## config.mk

```make
export PLATFORM = sky130hd
export DESIGN_NAME = serial_bcd_updown_counter
export DESIGN_NICKNAME = d
export VERILOG_FILES = /design/src/hw/serial_bcd_pkg.sv /design/src/hw/serial_bcd_updown_counter.sv
export VERILOG_INCLUDE_DIRS = /design/src /design/src/hw
export SDC_FILE = /design/constraint.sdc
export NUM_CORES = 1
export LEC_CHECK = 0
export BUFFER_PORTS_ARGS = -buffer_cell sky130_fd_sc_hd__buf_4
export CAP_MARGIN = 10
export CORE_MARGIN = 10
export CORE_UTILIZATION = 35
export CTS_CLUSTER_DIAMETER = 150
export DETAILED_ROUTE_END_ITERATION = 6
export PLACE_DENSITY = 0.63
export SLEW_MARGIN = 20
export SYNTH_ARGS = -nofsm -noshare
export SYNTH_HDL_FRONTEND = slang
export SYNTH_SLANG_ARGS = --single-unit
```

## constraint.sdc

```tcl
create_clock -name ref_clk -period 1.76 [get_ports ref_clk]
set_input_delay 0.352 -clock ref_clk [delete_from_list [all_inputs] [get_ports ref_clk]]
set_output_delay 0.352 -clock ref_clk [all_outputs]
set_load 0.01 [all_outputs]
```

## src/hw/serial_bcd_consts.svh

```systemverilog
// constants for the serial bcd up/down counter and stopwatch
`ifndef SERIAL_BCD_CONSTS_SVH
`define SERIAL_BCD_CONSTS_SVH

// ****************************************************************
// digit-serial counter
// ****************************************************************
`define DIGIT_COUNT     8
`define PLANE_COUNT     4
`define LAST_POS        3'h7
`define UP_STEP         4'h1
`define DOWN_STEP       4'hf
`define UP_LOAD         4'h0
`define DOWN_LOAD       4'h9

// ****************************************************************
// bit-serial stopwatch
// ****************************************************************
`define BIT_LEN         36
`define LAST_BIT        6'h23
`define DEC_LIMIT       4'h9
`define SIX_LIMIT       4'h5
`define TENS_SEC_DIGIT  4'h5
`define TENS_MIN_DIGIT  4'h7
`define SW_SHIFT_DIV    10

`endif

```

## src/hw/serial_bcd_pkg.sv

```systemverilog
// types shared by the serial bcd counter
package serial_bcd_pkg;
    typedef enum logic [0:0] {
        VAR_DIGIT = 1'b0,
        VAR_BIT   = 1'b1
    } variant_t;
    typedef logic [3:0] bcd_t;
    typedef logic [6:0] seg_t;
endpackage : serial_bcd_pkg

```

## src/hw/serial_bcd_updown_counter.sv

```systemverilog
// serial bcd up/down counter with multiplexed seven-segment drive
//
// Summary of operation
// four 8-bit recirculating planes hold one bit of each digit
// each leaving digit passes a 4-bit adder, result written back
// carry flag is preset as the least significant digit appears
// with carry set, add 1 counting up or 15 counting down
// result 10 becomes 0 up, 15 becomes 9 down; carry from sum
// sum bits one and three both high make a carry to next digit
// on correction load 0 up or 9 down instead of the sum
// modulo-8 position counter selects the matching display digit
// segment data decoded from the four plane outputs
// count input runs through 2-bit shift register; rising edge
// step request held until carry preset; shown as busy
// count edges come no faster than one eighth of shift rate
// bit-serial variant keeps nine digits in 36 bits, xor step
// bit-serial increment of the lowest digit takes 36 shifts
// tens-of-seconds and tens-of-minutes digits wrap modulo 6
// display store stops following the counter while stopped
// store digit latched into holding register every four shifts
// stopwatch shift clock is the oscillator divided by ten
// reset clears digits, carry, request, edge detector, position
// source keeps direction steady while busy is shown
`timescale 1ns/10ps
`include "serial_bcd_consts.svh"

module serial_bcd_updown_counter
    import serial_bcd_pkg::*;
#(
    parameter variant_t    VARIANT   = VAR_DIGIT,
    parameter int unsigned SHIFT_DIV = `SW_SHIFT_DIV
) (
    input  wire logic       ref_clk,
    input  wire logic       rst,
    input  wire logic       count_in,
    input  wire logic       count_up,
    input  wire logic       stop,
    output logic            busy,
    output logic [7:0]      digit_sel_r,
    output seg_t            seg_r
);

    // ****************************************************************
    // shared decoding
    // ****************************************************************
    function automatic seg_t seg_decode(input bcd_t d);
        unique case (d)
            4'h0:    seg_decode = 7'h3f;
            4'h1:    seg_decode = 7'h06;
            4'h2:    seg_decode = 7'h5b;
            4'h3:    seg_decode = 7'h4f;
            4'h4:    seg_decode = 7'h66;
            4'h5:    seg_decode = 7'h6d;
            4'h6:    seg_decode = 7'h7d;
            4'h7:    seg_decode = 7'h07;
            4'h8:    seg_decode = 7'h7f;
            4'h9:    seg_decode = 7'h6f;
            default: seg_decode = 7'h00;
        endcase
    endfunction : seg_decode

    function automatic logic [7:0] one_hot(input logic [2:0] p);
        one_hot = 8'h01 << p;
    endfunction : one_hot

    // ****************************************************************
    // shift rate divider
    // ****************************************************************
    logic [7:0] div_r;
    logic       shift_en;

    assign shift_en = (div_r == 8'(SHIFT_DIV - 1));

    always_ff @(posedge ref_clk) begin
        if (rst) begin
            div_r <= 8'h00;
        end else if (shift_en) begin
            div_r <= 8'h00;
        end else begin
            div_r <= div_r + 8'h01;
        end
    end

    a_div_ten: assert property (@(posedge ref_clk) disable iff (rst)
        shift_en |=> !shift_en [*8])
        else $error("shift enable came early");

    generate
        if (VARIANT == VAR_DIGIT) begin : g_digit
            // ********************************************************
            // digit-serial planes and adder
            // ********************************************************
            bcd_t       digit;
            bcd_t       top;
            bcd_t       step;
            bcd_t       sum;
            bcd_t       wb;
            logic       corr;
            logic       sum_bit_one;
            logic       sum_bit_two;
            logic [2:0] pos_r;
            logic       carry_r;
            logic       busy_r;
            logic [1:0] edge_r;
            logic       rise;

            for (genvar g = 0; g < `PLANE_COUNT; g++) begin : g_plane
                logic [`DIGIT_COUNT-1:0] sh_r;
                assign digit[g] = sh_r[0];
                assign top[g]   = sh_r[`DIGIT_COUNT-1];
                always_ff @(posedge ref_clk) begin
                    if (rst) begin
                        sh_r <= 8'h00;
                    end else if (shift_en) begin
                        sh_r <= {wb[g], sh_r[`DIGIT_COUNT-1:1]};
                    end
                end
            end

            assign step        = count_up ? `UP_STEP : `DOWN_STEP;
            assign sum         = digit + (carry_r ? step : 4'h0);
            // weight-8 output; with weight 2 only 10 or 15 reach here
            assign sum_bit_one = sum[1];
            assign sum_bit_two = sum[3];
            assign corr        = carry_r & sum_bit_one & sum_bit_two;
            assign wb          = corr ? (count_up ? `UP_LOAD : `DOWN_LOAD)
                                      : sum;

            // ********************************************************
            // position, carry, request
            // ********************************************************
            always_ff @(posedge ref_clk) begin
                if (rst) begin
                    pos_r <= 3'h0;
                end else if (shift_en) begin
                    pos_r <= pos_r + 3'h1;
                end
            end

            always_ff @(posedge ref_clk) begin
                if (rst) begin
                    carry_r <= 1'b0;
                end else if (shift_en) begin
                    // overflow past the top digit is dropped here
                    carry_r <= (pos_r == `LAST_POS) ? busy_r : corr;
                end
            end

            assign rise = edge_r[0] & ~edge_r[1];

            always_ff @(posedge ref_clk) begin
                if (rst) begin
                    edge_r <= 2'h0;
                end else begin
                    edge_r <= {edge_r[0], count_in};
                end
            end

            // a new edge beats the consume in the same cycle
            always_ff @(posedge ref_clk) begin
                if (rst) begin
                    busy_r <= 1'b0;
                end else if (rise) begin
                    busy_r <= 1'b1;
                end else if (shift_en && pos_r == `LAST_POS) begin
                    busy_r <= 1'b0;
                end
            end

            assign busy = busy_r;

            // ********************************************************
            // display scan
            // ********************************************************
            always_ff @(posedge ref_clk) begin
                if (rst) begin
                    digit_sel_r <= 8'h00;
                    seg_r       <= 7'h00;
                end else if (shift_en) begin
                    digit_sel_r <= one_hot(pos_r);
                    seg_r       <= seg_decode(digit);
                end
            end

            a_edge_busy: assert property (@(posedge ref_clk) disable iff (rst)
                rise |=> busy_r)
                else $error("edge did not raise busy");

            a_busy_held: assert property (@(posedge ref_clk) disable iff (rst)
                busy_r && !(shift_en && pos_r == `LAST_POS) |=> busy_r)
                else $error("busy dropped before use");

            a_carry_preset: assert property (@(posedge ref_clk)
                disable iff (rst)
                shift_en && pos_r == `LAST_POS && busy_r
                |=> carry_r && pos_r == 3'h0)
                else $error("carry not preset at low digit");

            a_up_wrap: assert property (@(posedge ref_clk) disable iff (rst)
                shift_en && carry_r && count_up && digit == 4'h9
                && pos_r != `LAST_POS |=> top == 4'h0 && carry_r)
                else $error("up wrap wrong");

            a_down_wrap: assert property (@(posedge ref_clk) disable iff (rst)
                shift_en && carry_r && !count_up && digit == 4'h0
                && pos_r != `LAST_POS |=> top == 4'h9 && carry_r)
                else $error("down wrap wrong");

            a_add_one: assert property (@(posedge ref_clk) disable iff (rst)
                shift_en && carry_r && count_up && digit < 4'h9
                |=> top == $past(digit) + 4'h1)
                else $error("increment wrong");

            a_add_fifteen: assert property (@(posedge ref_clk)
                disable iff (rst)
                shift_en && carry_r && !count_up && digit > 4'h0
                |=> top == $past(digit) - 4'h1)
                else $error("decrement wrong");

            a_plain_pass: assert property (@(posedge ref_clk) disable iff (rst)
                shift_en && !carry_r |=> top == $past(digit))
                else $error("digit altered without carry");

            a_scan_select: assert property (@(posedge ref_clk)
                disable iff (rst)
                shift_en |=> digit_sel_r == one_hot($past(pos_r))
                && pos_r == $past(pos_r) + 3'h1)
                else $error("digit select off position");

            a_seg_decode: assert property (@(posedge ref_clk) disable iff (rst)
                shift_en |=> seg_r == seg_decode($past(digit)))
                else $error("segments not from digit");

            a_reset_clear: assert property (@(posedge ref_clk)
                rst |=> pos_r == 3'h0 && !busy_r && !carry_r
                && edge_r == 2'h0 && digit == 4'h0)
                else $error("reset left state");
        end else begin : g_bit
            // ********************************************************
            // bit-serial stopwatch counter
            // ********************************************************
            logic [`BIT_LEN-1:0] cnt_r;
            logic [`BIT_LEN-1:0] store_r;
            logic [5:0]          bit_r;
            logic [3:0]          dig;
            logic                start;
            bcd_t                limit;
            logic                c_bit;
            logic                c_bit_r;
            logic                wrap;
            logic                wrap_r;
            logic                dcarry_r;
            logic                new_bit;
            bcd_t                hold_r;

            assign dig   = bit_r[5:2];
            assign start = (bit_r[1:0] == 2'h0);
            assign limit = (dig == `TENS_SEC_DIGIT || dig == `TENS_MIN_DIGIT)
                         ? `SIX_LIMIT : `DEC_LIMIT;
            // the lowest digit always takes the time-base step
            assign c_bit = start ? ((bit_r == 6'h00) | dcarry_r) : c_bit_r;
            assign wrap  = start ? (c_bit & (cnt_r[3:0] == limit)) : wrap_r;
            assign new_bit = wrap ? 1'b0 : (cnt_r[0] ^ c_bit);

            always_ff @(posedge ref_clk) begin
                if (rst) begin
                    bit_r <= 6'h00;
                end else if (shift_en) begin
                    bit_r <= (bit_r == `LAST_BIT) ? 6'h00
                                                  : bit_r + 6'h01;
                end
            end

            always_ff @(posedge ref_clk) begin
                if (rst) begin
                    cnt_r    <= '0;
                    c_bit_r  <= 1'b0;
                    wrap_r   <= 1'b0;
                    dcarry_r <= 1'b0;
                end else if (shift_en) begin
                    cnt_r   <= {new_bit, cnt_r[`BIT_LEN-1:1]};
                    c_bit_r <= c_bit & cnt_r[0];
                    wrap_r  <= wrap;
                    if (bit_r[1:0] == 2'h3) begin
                        dcarry_r <= wrap;
                    end
                end
            end

            // stop freezes the store while the counter keeps running
            always_ff @(posedge ref_clk) begin
                if (rst) begin
                    store_r <= '0;
                end else if (shift_en) begin
                    store_r <= {stop ? store_r[0] : new_bit,
                                store_r[`BIT_LEN-1:1]};
                end
            end

            // lowest digit is tenths of a millisecond, never shown
            always_ff @(posedge ref_clk) begin
                if (rst) begin
                    hold_r      <= 4'h0;
                    digit_sel_r <= 8'h00;
                end else if (shift_en && start) begin
                    hold_r      <= store_r[3:0];
                    digit_sel_r <= (dig == 4'h0) ? 8'h00
                                 : one_hot(3'(dig - 4'h1));
                end
            end

            always_ff @(posedge ref_clk) begin
                if (rst) begin
                    seg_r <= 7'h00;
                end else begin
                    seg_r <= seg_decode(hold_r);
                end
            end

            assign busy = 1'b0;

            a_pass_len: assert property (@(posedge ref_clk) disable iff (rst)
                shift_en && bit_r == `LAST_BIT |=> bit_r == 6'h00)
                else $error("pass is not 36 shifts");

            a_store_hold: assert property (@(posedge ref_clk)
                disable iff (rst)
                shift_en && stop |=> store_r ==
                {$past(store_r[0]), $past(store_r[`BIT_LEN-1:1])})
                else $error("store moved while stopped");

            a_store_follow: assert property (@(posedge ref_clk)
                disable iff (rst)
                shift_en && !stop |=> store_r[`BIT_LEN-1] ==
                cnt_r[`BIT_LEN-1])
                else $error("store not following counter");

            a_latch_four: assert property (@(posedge ref_clk)
                disable iff (rst)
                hold_r != $past(hold_r) |-> $past(shift_en)
                && $past(bit_r[1:0]) == 2'h0)
                else $error("holding register changed off slot");

            a_six_wrap: assert property (@(posedge ref_clk) disable iff (rst)
                shift_en && start && dig == `TENS_SEC_DIGIT && c_bit
                && cnt_r[3:0] == 4'h5 |=> wrap_r && !cnt_r[`BIT_LEN-1])
                else $error("tens of seconds did not wrap at six");
        end
    endgenerate

endmodule : serial_bcd_updown_counter

```

==> results by group <==
Logic synthesis
  – Post-synth EDFFs: 0
  – Cell area after synthesis: 2660 µm²
  – Synth Register Bits: 62
  – Most numerous cell in the Yosys netlist: nand2_1
  – YS warnings: 0
  – Post-synthesis sequential area ratio: 46.6%
  – Syn nets: 332
  – Async set-reset flop share out of synthesis: 0%
  – Yosys cell types: 38
  – List of most frequent post-synthesis cells: nand2_1, dfxtp_1, a21oi_1, nor2_1, ha_1
  – Post-synthesis cell count: 311
  – Leading area contributor after synthesis: dfxtp_1
  – Top cell type's share of synthesized area: 46.6%
  – Top FF cell, synth: dfxtp_1
  – Top cells by area, synth: dfxtp_1, nand2_1, a21oi_1, ha_1, nor2_1
  – Synthesized area per cell: 8.57 µm²

Floorplan
  – Core area: 7330 µm²
  – Initial Util: 36.3%
  – I/O Pins: 21
  – Die Ht: 107 µm
  – Rows: 31
  – Die ar.: 11500 µm²
  – Chip Width: 107 µm

Clocking
  – Cts-stage hold buffer count: 0
  – CTS tree: built
  – CTS clk-pin slew, worst paths: 60 ps
  – Root Buffer: clkbuf_8
  – Clock sink count: 62
  – Longest Clk Path Bufs: 2
  – Cts bufs inserted: 9
  – Worst skew pair latency: 330 ps
  – H-Tree Level Count: 3

Setup path
  – Worst setup SP type: flip-flop
  – Maximum fanout along the worst path: 6
  – CP required: 1960 ps
  – Reg-to-reg endpoint: g_digit.g_plane[0].sh_r[7]$_SDFFE_PP0N_
  – Worst reg2reg setup slack: 70 ps
  – Arrival time at the worst endpoint: 1890 ps
  – Reg2Reg Depth: 7
  – Worst r2r src: g_digit.carry_r$_SDFFE_PP0N_
  – Crit. End Element: flip-flop
  – Crit Path Category: reg2reg

Route
  – Residual DRC: 0
  – Router iterations before antenna repair: 4
  – DRT antenna net count: 0
  – Via density: 4.65
  – Routed len/inst: 11.5 µm
  – Total number of vias: 2045
  – Initial DRC Count: 78
  – DRT Wirelength: 5070 µm

Timing
  – Fmax: 592 MHz
  – Worst rel slew slack: 73.1%
  – Final hold violations: 0
  – Final setup TNS: 0 ps
  – Clock skew: 4.76 ps
  – # setup viols final: 0
  – Slew @ Worst Pin: 403 ps
  – RSZ-0062 raised after global routing: yes
  – Final Cycle Share: 96.0%
  – Final slew viol count: 0
  – Fin crit period: 1690 ps

Global route
  – Largest net degree at the start of global routing: 46
  – Gr usage total: 9.61%
  – Number of global-route vias before repair: 1993
  – Global-route wire length before repair: 8980 µm
  – Initial antenna violation count: 0
  – GRT overflow: 0

Hold path
  – Worst min path class: in2reg
  – WHS Endpoint: g_digit.edge_r[0]$_SDFF_PP0_
  – HP Start: count_in
  – Hold path depth: 2

Power
  – Pwr per Cell Area: 802 nW/µm²
  – Comb power frac: 2.4%
  – Pint: 1.97 mW
  – Pwr Total: 2.51 mW
  – Worst vdd ir: 489 µV
  – Flop pwr share: 56.7%
  – Switching share of power: 21.5%
  – P_leak: 1.19 nW
  – NetSw: 0.539 mW
  – Clk pwr share: 40.8%

Run
  – MaxCap Viol Count: 0

Placed design
  – Gpl congestion: 0.765
  – I/O Buffers: 19
  – Hpwl dp: 3480 µm

Finish
  – Number of fillers in the final layout: 766
  – Synth-to-layout area growth: 17.2%
  – Fraction of layout cells with a size suffix above 1: 17.3%
  – Antenna Cells: 0
  – Nets@finish: 359

Run status
  – Status: complete, no violations
[worst max path at each step]
stage / startpoint / to / slack (ps)
4_1_cts: g_digit.carry_r$_SDFFE_PP0N_ / g_digit.g_plane[0].sh_r[7]$_SDFFE_PP0N_ / 6
3_3_place_gp: count_up / g_digit.g_plane[0].sh_r[7]$_SDFFE_PP0N_ / -70
6_report: g_digit.carry_r$_SDFFE_PP0N_ / g_digit.g_plane[0].sh_r[7]$_SDFFE_PP0N_ / 70
3_5_place_dp: count_up / g_digit.g_plane[0].sh_r[7]$_SDFFE_PP0N_ / -80
5_1_grt: g_digit.carry_r$_SDFFE_PP0N_ / g_digit.g_plane[0].sh_r[7]$_SDFFE_PP0N_ / -10
2_1_floorplan: g_digit.g_plane[1].sh_r[0]$_SDFFE_PP0N_ / g_digit.g_plane[0].sh_r[7]$_SDFFE_PP0N_ / 30
[cells in the final DEF, fill, tap and decap left out, types with 2 or more instances in the layout]
master,count
a311oi_1,3
and3_1,6
dfxtp_1,61
inv_1,9
a21oi_1,43
mux2i_1,3
ha_1,15
nor2_1,27
xnor2_1,6
nor2b_1,6
nor3_2,2
clkbuf_1,2
nor3_1,4
clkinv_2,2
o21ai_0,4
xor2_1,3
buf_12,2
nand2_1,69
buf_4,33
nand3_1,10
clkbuf_8,10
[power groups by stage]
stage | combinational [mW] | clock, mW | sequential, mW
after floorplan | 0.0403 | 0 | 1.45
after global placement | 0.0613 | 0 | 1.45
after detailed placement | 0.0623 | 0 | 1.45
after CTS | 0.0627 | 1.07 | 1.42
after global routing | 0.0708 | 1.13 | 1.42
final | 0.0610 | 1.02 | 1.42
[metrics by stage]
stage | hold slack, ps | cell area (µm²) | std cells | util [%] | setup slack [ps]
5_1_grt | 219 | 3120 | 440 | 42.6 | -13.1
3_3_place_gp | 437 | 2960 | 426 | 40.3 | -67.1
3_5_place_dp | 444 | 2960 | 426 | 40.3 | -76.7
6_report | 233 | 3120 | 440 | 42.6 | 69.8
2_1_floorplan | 427 | 2660 | 311 | - | 29.6
4_1_cts | 216 | 3110 | 440 | 42.4 | 6.43
[per-layer routing]
metal / vias to the layer above / share of wire, % / global-route usage [%]
li1: 1080 / - / -
met1: 935 / 49 / 11.2
met2: 24 / 46 / 15.4
met3: 6 / 4.0 / 3.95
met4: 0 / 1.2 / 3.77
met5: - / 0 / 0
[registers in the layout, summed over array words and instances, names as in the netlist]
signal and cells:
g_digit.g_plane.sh_r 32, digit_sel_r 8, div_r 8, seg_r 7, g_digit.pos_r 3, g_digit.edge_r 2
busy 1, g_digit.carry_r 1
[repair_timing]
action,4_1_cts,5_1_grt
setup buffers,0,0
resized for setup,0,4
endpoints found under the setup margin,0,4
[logic make-up (layout without fill, tap and decap cells)]
logic type / Yosys count / after routing / share of synthesized area (%)
mux: 3 / 3 / 1.13
flops: 62 / 62 / 46.6
compound gates: 60 / 60 / 13.6
buf+inv: 28 / 58 / 5.78
simple gates: 133 / 133 / 22.5
fa+ha+maj: 16 / 16 / 7.52
xor+xnor: 9 / 9 / 2.96
[critical path, stage by stage, from the launching register on]
cell	delay (ps)
dfxtp_2	350
and2b_2	210
xnor2_1	120
ha_1	310
and2_4	180
o31ai_4	70
mux2i_1	250
a211oi_2	80
[final cells by class]
type                    count  area [µm²]  area share (%)
multi-input cells         221        1280            41.0
clock buffers              12         145            4.65
inverters                   9        33.8            1.08
clock inverters             2        10.0           0.321
well taps                  99         124            3.97
flip-flops and latches     62        1240            39.8
repair buffers             35         288            9.21
Power figures use the tool's default switching activity.
